===== src/hw/uil_regs.vh =====
// constants of the uart interrupt logic: register map, fields, codes, levels
// assumes a byte-wide register port with one-cycle strobes, rx/tx fifos of 32
// Notes on behaviour
// with fifos and rx enable, rx interrupt tracks fill at or above trigger
// data-ready flag set on first char pushed, cleared when rx fifo empty
// fifos on and enables 3..0 clear gives polled mode via line status
// line status shows overrun, head errors, thr empty, tx idle, fifo error
// enable bit 0 gates rx data interrupt, holding char or trigger level
// enable bit 1 gates tx ready; fires at once if thr already empty
// overrun interrupts on receipt; other errors at head or receipt per xfr bit 3
// enable bit 3 raises modem interrupt when any modem delta bit sets
// enable bits 7..4 reachable only with efr bit 4; all reset to zero
// enable bit 6 interrupts on auto-flow rts rising edge
// enable bit 7 interrupts on auto-flow cts rising edge
// status read shows only the highest pending source, rest stay queued
// status bits 5..0 carry the seven priority codes, idle reads 000001
// rx timeout after four chars plus twelve bits, cleared by rhr read
// tx ready from trigger/empty or tx idle in auto direction; status read or thr write clears
// line status read clears line irq; modem read clears modem and rts/cts
// xoff cleared by status read or xon; special by read or next char
// status bits 5..4 need efr bit 4; xoff bit holds until xon or a status read that reports it
// wake-up shows as interrupt with code 000001, cleared by status read
// status bit 0 low while pending, high when idle or after wake-up
// status bits 7..6 mirror the fifo enable
// rx trigger field selects 8, 16, 24 or 28, default 8
// tx trigger field 16, 8, 24, 30; request below level or on empty
// interrupt output active whenever a source is pending
// host reads status first, then does the matching clearing access
`ifndef UIL_REGS_VH
`define UIL_REGS_VH

// ==========================================================
// register offsets
`define UIL_OFS_DATA    3'h0
`define UIL_OFS_IER     3'h1
`define UIL_OFS_ISR     3'h2
`define UIL_OFS_LSR     3'h3
`define UIL_OFS_MSR     3'h4
`define UIL_OFS_EFR     3'h5
`define UIL_OFS_XFR     3'h6

// ==========================================================
// fields
`define UIL_EFR_ENH     4
`define UIL_XFR_ERRRX   3
`define UIL_FCR_EN      0
`define UIL_IER_RX      0
`define UIL_IER_TX      1
`define UIL_IER_LS      2
`define UIL_IER_MS      3
`define UIL_IER_SLEEP   4
`define UIL_IER_XOFF    5
`define UIL_IER_RTS     6
`define UIL_IER_CTS     7
`define UIL_IER_LO_MSK  8'h0F
`define UIL_IER_RST     8'h00
`define UIL_FCR_RST     8'h00
`define UIL_FCR_KEEP    8'h30
`define UIL_ZERO8       8'h00

// ==========================================================
// status codes, bits 5..0
`define UIL_CODE_LS     6'h06
`define UIL_CODE_TOUT   6'h0C
`define UIL_CODE_RX     6'h04
`define UIL_CODE_TX     6'h02
`define UIL_CODE_MS     6'h00
`define UIL_CODE_XOFF   6'h10
`define UIL_CODE_FLOW   6'h20
`define UIL_CODE_NONE   6'h01

// ==========================================================
// trigger levels and timeout
`define UIL_RXT_0       6'h08
`define UIL_RXT_1       6'h10
`define UIL_RXT_2       6'h18
`define UIL_RXT_3       6'h1C
`define UIL_TXT_0       6'h10
`define UIL_TXT_1       6'h08
`define UIL_TXT_2       6'h18
`define UIL_TXT_3       6'h1E
`define UIL_TOUT_CHARS  7'h04
`define UIL_TOUT_BITS   7'h0C
`define UIL_FILL_ZERO   6'h00
`define UIL_CNT_ZERO    7'h00
`define UIL_CNT_ONE     7'h01

`endif


===== src/hw/uil_irq.v =====
// interrupt enable, priority, status and clearing logic of a fifo uart
// assumes fifo, shifter and flow-control blocks deliver level and pulse events
`include "uil_regs.vh"

module uil_irq (
    input  wire       CLK_SYS_I,
    input  wire       RESET_I,
    input  wire [2:0] ADDR_I,
    input  wire [7:0] WDATA_I,
    input  wire       WR_I,
    input  wire       RD_I,
    output wire [7:0] RDATA_O,
    input  wire       FCR_WR_I,
    input  wire [5:0] RX_FILL_I,
    input  wire [5:0] TX_FILL_I,
    input  wire [7:0] RX_DATA_I,
    input  wire       RX_PUSH_I,
    input  wire       RX_PUSH_ERR_I,
    input  wire       RX_HEAD_ADV_I,
    input  wire [2:0] RX_HEAD_ERR_I,
    input  wire       RX_ANY_ERR_I,
    input  wire       RX_OVERRUN_I,
    input  wire       TSR_EMPTY_I,
    input  wire       AUTO_DIR_I,
    input  wire       BIT_TICK_I,
    input  wire [3:0] CHAR_BITS_I,
    input  wire [3:0] MODEM_DELTA_I,
    input  wire [3:0] MODEM_STATE_I,
    input  wire       XOFF_RX_I,
    input  wire       XON_RX_I,
    input  wire       SPECIAL_RX_I,
    input  wire       RTS_RISE_I,
    input  wire       CTS_RISE_I,
    input  wire       WAKE_I,
    output wire       IRQ_O,
    output wire       RX_POP_O,
    output wire       TX_PUSH_O,
    output wire       FIFO_EN_O,
    output wire       SLEEP_EN_O,
    output wire [1:0] RX_TRIG_SEL_O
);

// ==========================================================
// level decoding
function [5:0] rx_level;
    input [1:0] sel;
    begin
        case (sel)
            2'h0:    rx_level = `UIL_RXT_0;
            2'h1:    rx_level = `UIL_RXT_1;
            2'h2:    rx_level = `UIL_RXT_2;
            default: rx_level = `UIL_RXT_3;
        endcase
    end
endfunction

function [5:0] tx_level;
    input [1:0] sel;
    begin
        case (sel)
            2'h0:    tx_level = `UIL_TXT_0;
            2'h1:    tx_level = `UIL_TXT_1;
            2'h2:    tx_level = `UIL_TXT_2;
            default: tx_level = `UIL_TXT_3;
        endcase
    end
endfunction

// ==========================================================
// access decode
wire wr_ier  = WR_I & (ADDR_I == `UIL_OFS_IER);
wire wr_thr  = WR_I & (ADDR_I == `UIL_OFS_DATA);
wire wr_efr  = WR_I & (ADDR_I == `UIL_OFS_EFR);
wire wr_xfr  = WR_I & (ADDR_I == `UIL_OFS_XFR);
wire rd_rhr  = RD_I & (ADDR_I == `UIL_OFS_DATA);
wire rd_isr  = RD_I & (ADDR_I == `UIL_OFS_ISR);
wire rd_lsr  = RD_I & (ADDR_I == `UIL_OFS_LSR);
wire rd_msr  = RD_I & (ADDR_I == `UIL_OFS_MSR);

// ==========================================================
// registers
reg [7:0] ier_ff;
reg [7:0] fcr_ff;
reg [7:0] efr_ff;
reg [7:0] xfr_ff;
reg [7:0] rdata_ff;
reg       ovr_ff;
reg       ls_ff;
reg       tx_ff;
reg       tout_ff;
reg [6:0] tcnt_ff;
reg [3:0] mdelta_ff;
reg       xoff_ff;
reg       spec_ff;
reg       rts_ff;
reg       cts_ff;
reg       wake_ff;
reg [5:0] txfill_ff;
reg       txidle_ff;

wire       enh     = efr_ff[`UIL_EFR_ENH];
wire       fifo_en = fcr_ff[`UIL_FCR_EN];
wire [5:0] rx_trig = rx_level(fcr_ff[7:6]);
wire [5:0] tx_trig = tx_level(fcr_ff[5:4]);
wire       rx_nemp = (RX_FILL_I != `UIL_FILL_ZERO);
wire       tx_emp  = (TX_FILL_I == `UIL_FILL_ZERO);
wire       tx_idle = tx_emp & TSR_EMPTY_I;

// ==========================================================
// source conditions
// rx data is a level, it withdraws as soon as the fill drops
wire rx_avail = fifo_en ? (RX_FILL_I >= rx_trig) : rx_nemp;

// error interrupt at receipt or when the faulty byte reaches the head
wire err_evt  = xfr_ff[`UIL_XFR_ERRRX] ? RX_PUSH_ERR_I
                : (RX_HEAD_ADV_I & (|RX_HEAD_ERR_I));

// tx service: crossing below level, or emptied without passing it
wire tx_below = fifo_en ? ((txfill_ff >= tx_trig) & (TX_FILL_I < tx_trig))
                : 1'b0;
wire tx_drain = tx_emp & (txfill_ff != `UIL_FILL_ZERO);
wire tx_done  = tx_idle & ~txidle_ff;
wire tx_evt   = AUTO_DIR_I ? tx_done : (tx_below | tx_drain);
wire tx_arm   = wr_ier & WDATA_I[`UIL_IER_TX] & ~ier_ff[`UIL_IER_TX]
                & tx_emp;

// timeout limit, four char times plus twelve bit times
wire [6:0] tout_lim = (`UIL_TOUT_CHARS * {3'h0, CHAR_BITS_I})
                      + `UIL_TOUT_BITS;

// ==========================================================
// gated pending sources
wire p_ls   = ier_ff[`UIL_IER_LS] & ls_ff;
wire p_tout = ier_ff[`UIL_IER_RX] & tout_ff;
wire p_rx   = ier_ff[`UIL_IER_RX] & rx_avail;
wire p_tx   = ier_ff[`UIL_IER_TX] & tx_ff;
wire p_ms   = ier_ff[`UIL_IER_MS] & (|mdelta_ff);
wire p_xoff = enh & ier_ff[`UIL_IER_XOFF] & (xoff_ff | spec_ff);
wire p_flow = enh & ((ier_ff[`UIL_IER_RTS] & rts_ff)
                   | (ier_ff[`UIL_IER_CTS] & cts_ff));
wire any_p  = p_ls | p_tout | p_rx | p_tx | p_ms | p_xoff | p_flow;

// ==========================================================
// priority encoder: only the top source is shown
reg [5:0] code;
reg [2:0] top;

always @* begin
    code = `UIL_CODE_NONE;
    top  = 3'h0;
    if (p_ls) begin
        code = `UIL_CODE_LS;
        top  = 3'h1;
    end else if (p_tout) begin
        code = `UIL_CODE_TOUT;
        top  = 3'h2;
    end else if (p_rx) begin
        code = `UIL_CODE_RX;
        top  = 3'h3;
    end else if (p_tx) begin
        code = `UIL_CODE_TX;
        top  = 3'h4;
    end else if (p_ms) begin
        code = `UIL_CODE_MS;
        top  = 3'h5;
    end else if (p_xoff) begin
        code = `UIL_CODE_XOFF;
        top  = 3'h6;
    end else if (p_flow) begin
        code = `UIL_CODE_FLOW;
        top  = 3'h7;
    end
end

wire [7:0] isr_val = {fifo_en, fifo_en, code};

// status read only acknowledges what it reported
wire ack_tx   = rd_isr & (top == 3'h4);
wire ack_xoff = rd_isr & (top == 3'h6);

// ==========================================================
// line status, polled view independent of the enables
wire [7:0] lsr_val = {fifo_en & RX_ANY_ERR_I, tx_idle, tx_emp,
                      RX_HEAD_ERR_I, ovr_ff, rx_nemp};

// ==========================================================
// enable, fifo control, feature registers
always @(posedge CLK_SYS_I or posedge RESET_I) begin
    if (RESET_I) begin
        ier_ff <= `UIL_IER_RST;
        fcr_ff <= `UIL_FCR_RST;
        efr_ff <= `UIL_ZERO8;
        xfr_ff <= `UIL_ZERO8;
    end else begin
        if (wr_ier) begin
            // upper enables keep their value while enhanced mode is off
            ier_ff <= enh ? WDATA_I
                      : ((WDATA_I & `UIL_IER_LO_MSK)
                         | (ier_ff & ~`UIL_IER_LO_MSK));
        end
        if (FCR_WR_I) begin
            if (~WDATA_I[`UIL_FCR_EN]) begin
                fcr_ff <= `UIL_FCR_RST;
            end else if (enh) begin
                fcr_ff <= WDATA_I;
            end else begin
                fcr_ff <= (WDATA_I & ~`UIL_FCR_KEEP)
                          | (fcr_ff & `UIL_FCR_KEEP);
            end
        end
        if (wr_efr) begin
            efr_ff <= WDATA_I;
        end
        if (wr_xfr & enh) begin
            xfr_ff <= WDATA_I;
        end
    end
end

// ==========================================================
// sticky sources: set always wins over a clear in the same cycle
always @(posedge CLK_SYS_I or posedge RESET_I) begin
    if (RESET_I) begin
        ovr_ff    <= 1'b0;
        ls_ff     <= 1'b0;
        tx_ff     <= 1'b0;
        mdelta_ff <= 4'h0;
        xoff_ff   <= 1'b0;
        spec_ff   <= 1'b0;
        rts_ff    <= 1'b0;
        cts_ff    <= 1'b0;
        wake_ff   <= 1'b0;
        txfill_ff <= `UIL_FILL_ZERO;
        txidle_ff <= 1'b1;
    end else begin
        ovr_ff    <= RX_OVERRUN_I | (ovr_ff & ~rd_lsr);
        ls_ff     <= RX_OVERRUN_I | err_evt
                     | (ls_ff & ~rd_lsr);
        tx_ff     <= tx_evt | tx_arm
                     | (tx_ff & ~ack_tx & ~wr_thr);
        mdelta_ff <= MODEM_DELTA_I | (mdelta_ff & {4{~rd_msr}});
        xoff_ff   <= XOFF_RX_I
                     | (xoff_ff & ~XON_RX_I & ~ack_xoff);
        // the special char itself arrives with a push, so set dominates
        spec_ff   <= SPECIAL_RX_I
                     | (spec_ff & ~RX_PUSH_I & ~ack_xoff);
        rts_ff    <= RTS_RISE_I | (rts_ff & ~rd_msr);
        cts_ff    <= CTS_RISE_I | (cts_ff & ~rd_msr);
        wake_ff   <= WAKE_I | (wake_ff & ~rd_isr);
        txfill_ff <= TX_FILL_I;
        txidle_ff <= tx_idle;
    end
end

// ==========================================================
// receive timeout counter in bit times
always @(posedge CLK_SYS_I or posedge RESET_I) begin
    if (RESET_I) begin
        tcnt_ff <= `UIL_CNT_ZERO;
        tout_ff <= 1'b0;
    end else begin
        // any push or rhr read restarts the wait
        if (RX_PUSH_I | rd_rhr | ~rx_nemp | ~fifo_en) begin
            tcnt_ff <= `UIL_CNT_ZERO;
        end else if (BIT_TICK_I & (tcnt_ff < tout_lim)) begin
            tcnt_ff <= tcnt_ff + `UIL_CNT_ONE;
        end
        if (rx_nemp & fifo_en & (tcnt_ff >= tout_lim)
            & ~RX_PUSH_I & ~rd_rhr) begin
            tout_ff <= 1'b1;
        end else if (rd_rhr | ~fifo_en) begin
            tout_ff <= 1'b0;
        end
    end
end

// ==========================================================
// read data, one cycle after the strobe; unmapped reads zero
reg [7:0] nxt_rdata;

always @* begin
    nxt_rdata = `UIL_ZERO8;
    case (ADDR_I)
        `UIL_OFS_DATA: nxt_rdata = RX_DATA_I;
        `UIL_OFS_IER:  nxt_rdata = enh ? ier_ff
                                   : (ier_ff & `UIL_IER_LO_MSK);
        `UIL_OFS_ISR:  nxt_rdata = isr_val;
        `UIL_OFS_LSR:  nxt_rdata = lsr_val;
        `UIL_OFS_MSR:  nxt_rdata = {MODEM_STATE_I, mdelta_ff};
        `UIL_OFS_EFR:  nxt_rdata = efr_ff;
        `UIL_OFS_XFR:  nxt_rdata = xfr_ff;
        default:       nxt_rdata = `UIL_ZERO8;
    endcase
end

always @(posedge CLK_SYS_I or posedge RESET_I) begin
    if (RESET_I) begin
        rdata_ff <= `UIL_ZERO8;
    end else if (RD_I) begin
        rdata_ff <= nxt_rdata;
    end else begin
        rdata_ff <= `UIL_ZERO8;
    end
end

// ==========================================================
// outputs
// wake-up raises the line but leaves status bit 0 high
assign IRQ_O         = any_p | wake_ff;
assign RDATA_O       = rdata_ff;
assign RX_POP_O      = rd_rhr;
assign TX_PUSH_O     = wr_thr;
assign FIFO_EN_O     = fifo_en;
assign SLEEP_EN_O    = enh & ier_ff[`UIL_IER_SLEEP];
assign RX_TRIG_SEL_O = fcr_ff[7:6];

endmodule


===== config.mk =====
export PLATFORM = sky130hd
export DESIGN_NAME = uil_irq
export DESIGN_NICKNAME = d
export VERILOG_FILES = /design/src/hw/uil_irq.v
export VERILOG_INCLUDE_DIRS = /design/src /design/src/hw
export SDC_FILE = /design/constraint.sdc
export NUM_CORES = 1
export LEC_CHECK = 0
export BUFFER_PORTS_ARGS = -buffer_cell sky130_fd_sc_hd__buf_2
export CAP_MARGIN = 25
export CORE_UTILIZATION = 45
export CTS_CLUSTER_DIAMETER = 60
export DETAILED_ROUTE_END_ITERATION = 8
export PLACE_DENSITY = 0.68
export SLEW_MARGIN = 20
export SYNTH_ARGS = -nofsm -noshare
export SYNTH_HDL_FRONTEND = slang
export SYNTH_SLANG_ARGS = --single-unit

===== constraint.sdc =====
create_clock -name CLK_SYS_I -period 2.96 [get_ports CLK_SYS_I]
set_clock_uncertainty 0.1 [all_clocks]
set_input_delay 0.148 -clock CLK_SYS_I [delete_from_list [all_inputs] [get_ports CLK_SYS_I]]
set_output_delay 0.148 -clock CLK_SYS_I [all_outputs]
set_load 0.01 [all_outputs]

==> tab_implementation.tex, run 1 <==
\begin{tabular}{lr}
\hline
Metric & Value \\
\hline
\multicolumn{2}{l}{\textbf{Outcome}} \\
Outcome & complete, no violations \\
\multicolumn{2}{l}{\textbf{Timing}} \\
Relative slew slack & 0.607 \\
Final critical-path share of the clock period & 0.958 \\
Min Tclk post-route & $\sim$2.8 ns \\
Final Setup Violations & 0 \\
Number of max-slew violations in the final report & 0 \\
Final WS setup & approximately 0.13 ns \\
Setup TNS & 0 ns \\
Setup repair after global routing missed its margin & false \\
Worst Max-Slew Pin Slew & 0.581 ns \\
Worst hold slack after final layout & 0.0207 ns \\
Final Hold Viols & 0 \\
Peak Freq & 0.353 GHz \\
\multicolumn{2}{l}{\textbf{Global route}} \\
Number of antenna violations at the first check in global routing & 0 \\
Maximum number of pins on one net before global-route repair & 29 \\
Total global-route track usage & 0.224 \\
Global-route wire length before repair & 14500 microns \\
Vias in the first global route & 3022 \\
Overflow left after global routing & 0 \\
\multicolumn{2}{l}{\textbf{Pwr}} \\
Flop pwr share & 0.469 \\
Clock Power Share & 0.308 \\
Switching pwr & between 600 and 700 uW \\
Comb power frac & 0.222 \\
Leakage & 0.00209 uW \\
Max VDD drop & $\sim$0.33 mV \\
Switch share & 0.290 \\
Internal power consumption & 1650 uW \\
Power per standard cell area & slightly above 500 nW/um\^{}2 \\
\multicolumn{2}{l}{\textbf{Worst hold path}} \\
Hold path start & FCR\_WR\_I \\
Hold Crit Class & input port to register \\
\multicolumn{2}{l}{\textbf{Floorplan}} \\
Die boundary width & $\sim$91 microns \\
Area of the die & around 8300 sq um \\
Die H & about 91 microns \\
Standard-cell rows & 32 \\
Floorplan Core Area & $\sim$7700 sq um \\
Starting Density & 0.464 \\
Number of I/O pins & 80 \\
\multicolumn{2}{l}{\textbf{Routing}} \\
Met2 Routed Length & roughly 4200 microns \\
Met1 wire length & $\sim$4200 microns \\
Wire per inst & 15.9 microns \\
Routed WL & approximately 9000 microns \\
Total vias in the final route & approximately 3100 \\
Number of routed nets with antenna violations & 0 \\
Highest routed layer & met4 \\
1st-iter DRT viols & approximately 160 \\
Met3 WL post-DR & 460 microns \\
First-pass DRT Iterations & 5 \\
Drt drc & 0 \\
Vias per cell & 5.48 \\
\multicolumn{2}{l}{\textbf{Logic synthesis}} \\
Distinct cell type count of the synthesized netlist & 57 \\
Count of synthesis-stage warnings from yosys & 0 \\
Proportion of netlist area held by the largest area contributor & 0.439 \\
Synthesized net count & approximately 430 \\
Top cells by area, synth & dfrtp\_1 44\%, mux2\_2 7.8\%, ha\_1 6.3\%, o21ai\_0 3.2\%, mux4\_2 3.1\% \\
Synth top cells by count & 63 x dfrtp\_1, 28 x nand2\_1, 25 x mux2\_2, 23 x o21ai\_0, 22 x inv\_1 \\
Proportion of register bits with asynchronous set or reset after synthesis & 1.00 \\
Average cell area after synthesis & just over 10 sq um \\
Register bit total from synthesis & 64 \\
Top cell type by total area after synthesis & dfrtp\_1 \\
Post-Synthesis Cell Area & 3590 sq um \\
Number of synthesized flops with an enable pin & 0 \\
Most common cell in the netlist & dfrtp\_1 \\
Sequential element share of the synthesized area & 0.447 \\
Count of mapped cells out of synthesis & 348 \\
Main synth FF type & dfrtp\_1 \\
\multicolumn{2}{l}{\textbf{Clocking}} \\
Clock-pin transition on the worst setup and hold timing paths & 0.07 ns \\
Clock buffer count from CTS & 9 \\
Clock tree from TritonCTS & done \\
Cell chosen for the clock root & clkbuf\_8 \\
Longest Clk Path Bufs & 2 \\
Clock Sink Count & between 60 and 70 \\
H-tree depth & 3 \\
Latest clock arrival within the worst-skew pair & $\sim$0.34 ns \\
\multicolumn{2}{l}{\textbf{Worst setup path}} \\
Cell type of the slowest stage on the worst timing path & or4b\_1 \\
Combined buffer and inverter count along the critical path & 2 \\
R2r startpoint & fcr\_ff[6]\$\_DFFE\_PP0P\_ \\
Data arrival, critical path & about 2.6 ns \\
Largest driver fanout on the critical path & 5 \\
Slowest Stage Delay on Critical Path & between 0.5 and 0.6 ns \\
Kind of critical path & register to output port \\
Crit path launch & fcr\_ff[6]\$\_DFFE\_PP0P\_ \\
Setup crit start kind & register \\
Cell breakdown of the critical path & inv\_1 -> nor2\_1 -> ha\_1 -> and4bb\_2 -> o31ai\_2 -> a221oi\_2 -> or4b\_1 -> buf\_2 \\
Worst path top cell family by delay & simple AND/OR/NAND/NOR gates \\
Setup slack of the most critical reg-to-reg path & 0.27 ns \\
Kind of end point of the critical path & output port \\
Worst path required time & around 2.7 ns \\
\multicolumn{2}{l}{\textbf{Finish}} \\
Final antenna diode count & 0 \\
Proportion of layout cells with a drive suffix above 1 & 0.302 \\
Final instance count without filler cells & 565 \\
Net total in the final layout & between 500 and 600 \\
Signed area change from the synthesized netlist to the final layout & 27.5\% \\
\multicolumn{2}{l}{\textbf{Flow run}} \\
Number of violations of the max-capacitance limit & 0 \\
\multicolumn{2}{l}{\textbf{Placement}} \\
Final weighted congestion in routability-driven placement & around 0.93 \\
Placed wire-length estimate & 6680 microns \\
Post-placement worst setup slack & 0.495 ns \\
Count of input and output buffers & just under 80 \\
Cell count after placement & between 500 and 600 \\
\hline
\end{tabular}
-- registers in the layout (all words and copies together), names as in the netlist --
signal / cells
xoff_ff: 1
wake_ff: 1
cts_ff: 1
RDATA_O: 8
txfill_ff: 6
txidle_ff: 1
ls_ff: 1
ier_ff: 8
efr_ff: 8
spec_ff: 1
tx_ff: 1
fcr_ff: 5
xfr_ff: 8
tcnt_ff: 7
mdelta_ff: 4
tout_ff: 1
rts_ff: 1
ovr_ff: 1
-- path summary, 6_finish.rpt --
path | endpoint | cells past startpoint
min | fcr_ff[6]$_DFFE_PP0P_ | 2
min in group asynchronous | ovr_ff$_DFF_PP0_ | 3
min reg2reg | wake_ff$_DFF_PP0_ | 1
max reg2reg | spec_ff$_DFF_PP0_ | 9
max | IRQ_O | 8
max in group asynchronous | txidle_ff$_DFF_PP1_ | 4
-- cells by family after synthesis --
logic type / synth area share
simple gates: 0.158
compound gates: 0.157
flops: 0.447
buf+inv: 0.0426
mux: 0.118
fa+ha+maj: 0.0628
xor+xnor: 0.0146
-- worst reg2reg max path, stage by stage, from the launching register on --
cell,delay [ns]
dfrtp_1,0.39
inv_1,0.10
nor2_1,0.05
ha_1,0.28
and4bb_2,0.23
o31ai_2,0.35
a221oi_2,0.15
nor4_2,0.24
o21bai_1,0.11
dlygate4sd3_1,0.56
-- routing by layer --
| metal | track usage | vias up |
|---|---|---|
| met4 | 0.0899 | 0 |
| met5 | 0 | - |
| li1 | - | 1486 |
| met3 | 0.0427 | 17 |
| met2 | 0.354 | 109 |
| met1 | 0.305 | 1486 |
-- per-stage QoR --
stage,power [uW],util,instance area [sq um]
detailed placement,1590,0.529,4090
CTS,2330,0.591,4570
global route,2450,0.592,4570
floorplan,1420,-,3590
global placement,1570,0.529,4090
finish,2320,0.592,4570
-- repair_timing --
item                                    in CTS  in global routing
gates resized for setup                      0                  1
hold buffers                                30                  0
setup buffers                                0                  0
hold endpoints to repair                    57                  0
endpoints found under the setup margin       0                  2
-- final cells by class --
| type | count | area [sq um] |
|---|---|---|
| inverters | 22 | 82.6 |
| clock buffers | 12 | 135 |
| clock inverters | 4 | 45.0 |
| flip-flops and latches | 64 | 1600 |
| repair buffers | 115 | 741 |
| well taps | 102 | 128 |
| fillers | 686 | 3160 |
| multi-input cells | 246 | 1840 |
-- cell usage in the layout (no fill, tap or decap), types with 9 or more instances in the layout --
cell | netlist | layout
dfrtp_1 | 63 | 63
buf_2 | 2 | 79
nor2_1 | 18 | 18
inv_1 | 22 | 21
o21ai_0 | 23 | 23
dlygate4sd3_1 | 0 | 30
ha_1 | 18 | 18
mux2_2 | 25 | 25
nand3_1 | 17 | 17
a21o_1 | 11 | 11
clkbuf_8 | 0 | 9
a21oi_1 | 14 | 14
nand2_1 | 28 | 28
-- power groups by stage --
stage / Sequential [uW] / Combinational, uW / Clock [uW]
after floorplan: 1070 / 342 / 0
after global placement: 1100 / 469 / 0
after detailed placement: 1110 / 483 / 0
after CTS: 1090 / 516 / 727
after global routing: 1110 / 578 / 764
final: 1090 / 517 / 717
(Power assumes the default switching activity.)
==> run 2, diff against run 1 <==
--- a/config.mk
+++ b/config.mk
@@ -11,7 +11,7 @@
 export CORE_UTILIZATION = 45
 export CTS_CLUSTER_DIAMETER = 60
 export DETAILED_ROUTE_END_ITERATION = 8
-export PLACE_DENSITY = 0.68
+export PLACE_DENSITY = 0.73
 export SLEW_MARGIN = 20
 export SYNTH_ARGS = -nofsm -noshare
 export SYNTH_HDL_FRONTEND = slang
==> run 2 against run 1 <==
Clock power is 19% higher. Die area stayed put. Sequential cell count stayed put. Maximum frequency is 2.1% higher. Combinational power is 2% higher. Hold slack worse by 0.0043 ns. Clock-buffer cell count is 2 lower. Critical endpoint unchanged. Highest routed layer unchanged.
==> tab_implementation.tex, run 2 (synthesized netlist as in run 1, its figures left out) <==
\begin{tabular}{lr}
\hline
Metric & Value \\
\hline
\multicolumn{2}{l}{\textbf{Worst setup path}} \\
Kind of end point of the critical path & output port \\
Cell breakdown of the critical path & inv\_1 -> nor2\_1 -> ha\_1 -> and4bb\_2 -> o31ai\_4 -> a221oi\_2 -> or4b\_1 -> buf\_2 \\
Length in cells of the worst reg-to-reg path & 9 \\
Data arrival, critical path & around 2.5 ns \\
Worst path required time & 2.71 ns \\
Kind of critical path & register to output port \\
Cell type of the slowest stage on the worst timing path & or4b\_1 \\
Slowest Stage Delay on Critical Path & 0.53 ns \\
Setup crit start kind & register \\
Largest driver fanout on the critical path & 5 \\
\multicolumn{2}{l}{\textbf{Routing}} \\
Vias per cell & between 5 and 6 \\
1st-iter DRT viols & between 100 and 150 \\
Met3 WL post-DR & $\sim$510 microns \\
Routed WL & between 8000 and 9000 microns \\
First-pass DRT Iterations & 4 \\
Met1 wire length & 4020 microns \\
Met2 Routed Length & 4290 microns \\
Number of routed nets with antenna violations & 0 \\
Total vias in the final route & between 3000 and 4000 \\
Drt drc & 0 \\
Highest routed layer & met4 \\
Wire per inst & around 16 microns \\
\multicolumn{2}{l}{\textbf{Global route}} \\
Vias in the first global route & 3105 \\
Global-route wire length before repair & 14900 microns \\
Overflow left after global routing & 0 \\
Number of antenna violations at the first check in global routing & 0 \\
Maximum number of pins on one net before global-route repair & 31 \\
Total global-route track usage & 0.231 \\
\multicolumn{2}{l}{\textbf{Floorplan}} \\
Die boundary width & $\sim$91 microns \\
Area of the die & approximately 8300 sq um \\
Starting Density & 0.464 \\
Standard-cell rows & 32 \\
Die H & 91.3 microns \\
Floorplan Core Area & $\sim$7700 sq um \\
Number of I/O pins & 80 \\
\multicolumn{2}{l}{\textbf{Pwr}} \\
Leakage & 0.00210 uW \\
Power per standard cell area & $\sim$530 nW/um\^{}2 \\
Overall power & 2480 uW \\
Max VDD drop & roughly 0.32 mV \\
\multicolumn{2}{l}{\textbf{Finish}} \\
Most common cell after layout, fill and taps aside & buf\_2 \\
Proportion of layout cells with a drive suffix above 1 & 0.307 \\
Number of filler instances in the final layout & approximately 670 \\
Highest-count cells in the layout ignoring fill and taps & 79 x buf\_2, 63 x dfrtp\_1, 30 x dlygate4sd3\_1 \\
Area used by multi-input combinational logic & roughly 1800 sq um \\
Signed area change from the synthesized netlist to the final layout & 29.2\% \\
Sequential cell area & 1600 sq um \\
Final antenna diode count & 0 \\
Net total in the final layout & 540 \\
\multicolumn{2}{l}{\textbf{Timing}} \\
Setup TNS & 0 ns \\
Peak Freq & 0.360 GHz \\
Worst hold slack after final layout & 0.0163 ns \\
Relative slew slack & 0.597 \\
Final critical-path share of the clock period & 0.938 \\
Setup repair after global routing missed its margin & false \\
Min Tclk post-route & 2.78 ns \\
Worst Max-Slew Pin Slew & just under 0.6 ns \\
Final Setup Violations & 0 \\
Final Hold Viols & 0 \\
Number of max-slew violations in the final report & 0 \\
\multicolumn{2}{l}{\textbf{Worst hold path}} \\
Hold path depth & 2 \\
Hold Crit Class & input port to register \\
\multicolumn{2}{l}{\textbf{Flow run}} \\
Number of violations of the max-capacitance limit & 0 \\
\multicolumn{2}{l}{\textbf{Clocking}} \\
H-tree depth & 3 \\
Clock tree from TritonCTS & done \\
Clock-pin transition on the worst setup and hold timing paths & around 0.08 ns \\
Post CTS Setup Buffer Count & 0 \\
Cell chosen for the clock root & clkbuf\_8 \\
Latest clock arrival within the worst-skew pair & 0.34 ns \\
Clock buffer count from CTS & 9 \\
Longest Clk Path Bufs & 2 \\
Clock Sink Count & 64 \\
\multicolumn{2}{l}{\textbf{Placement}} \\
Count of input and output buffers & 79 \\
Placed wire-length estimate & approximately 6600 microns \\
Final weighted congestion in routability-driven placement & $\sim$0.90 \\
\multicolumn{2}{l}{\textbf{Outcome}} \\
Outcome & complete, no violations \\
\hline
\end{tabular}
==> run 2: changes by cell type in the layout (fill, tap and decap cells not counted), moves of 2 or more <==
cell / change
clkinvlp_4: +3
buf_4: -2
clkbuf_1: -3
clkinv_2: -3
==> run 2: final cells by class <==
cell class,count,share of cell area
clock buffers,10,0.0297
flip-flops and latches,64,0.346
repair buffers,114,0.161
inverters,22,0.0178
well taps,102,0.0275
multi-input cells,246,0.398
clock inverters,6,0.0197
==> run 2: power by group <==
part           total, uW  internal, uW  switching (uW)
Combinational        527           269             258
Clock                855           500             356
Sequential          1090          1000            94.6
Total               2480          1770             708
==> run 2: layer usage <==
metal | GRT usage | vias to the layer above
li1 | - | 1489
met1 | 0.303 | 1506
met2 | 0.376 | 98
met3 | 0.0561 | 10
met4 | 0.0714 | 0
met5 | 0 | -
==> run 2: worst paths after layout <==
kind                                            start                endpoint  slack, ns
min in group asynchronous                     RESET_I   xfr_ff[2]$_DFFE_PP0P_       0.28
worst min register to register       rts_ff$_DFF_PP0_        rts_ff$_DFF_PP0_       0.38
max in group asynchronous                     RESET_I  tcnt_ff[4]$_DFFE_PP0P_       1.91
worst max-delay path            fcr_ff[6]$_DFFE_PP0P_                   IRQ_O       0.18
worst min-delay path                       WDATA_I[4]   xfr_ff[4]$_DFFE_PP0P_       0.02
worst max register to register  fcr_ff[6]$_DFFE_PP0P_       spec_ff$_DFF_PP0_       0.31
==> run 2: metrics by stage <==
step,setup slack [ns],cell area [sq um],utilization,cells
after global routing,0.0349,4630,0.600,564
final,0.185,4630,0.600,564
after floorplan,0.695,3590,-,348
after global placement,0.569,4070,0.527,517
after CTS,0.0365,4620,0.598,564
after detailed placement,0.513,4090,0.529,518
==> run 2: what timing repair did <==
| item | CTS | global route |
|---|---|---|
| setup endpoints to repair | 0 | 3 |
| hold buffers | 30 | 0 |
| hold endpoints to repair | 56 | 0 |
| resized for setup | 0 | 2 |
==> run 2: worst max-delay path: cells and delay by family, from the launching register on <==
family	cells	cell delay, ns
simple gates	3	0.83
compound gates	2	0.41
flops	1	0.40
fa+ha+maj	1	0.28
buf+inv	2	0.26
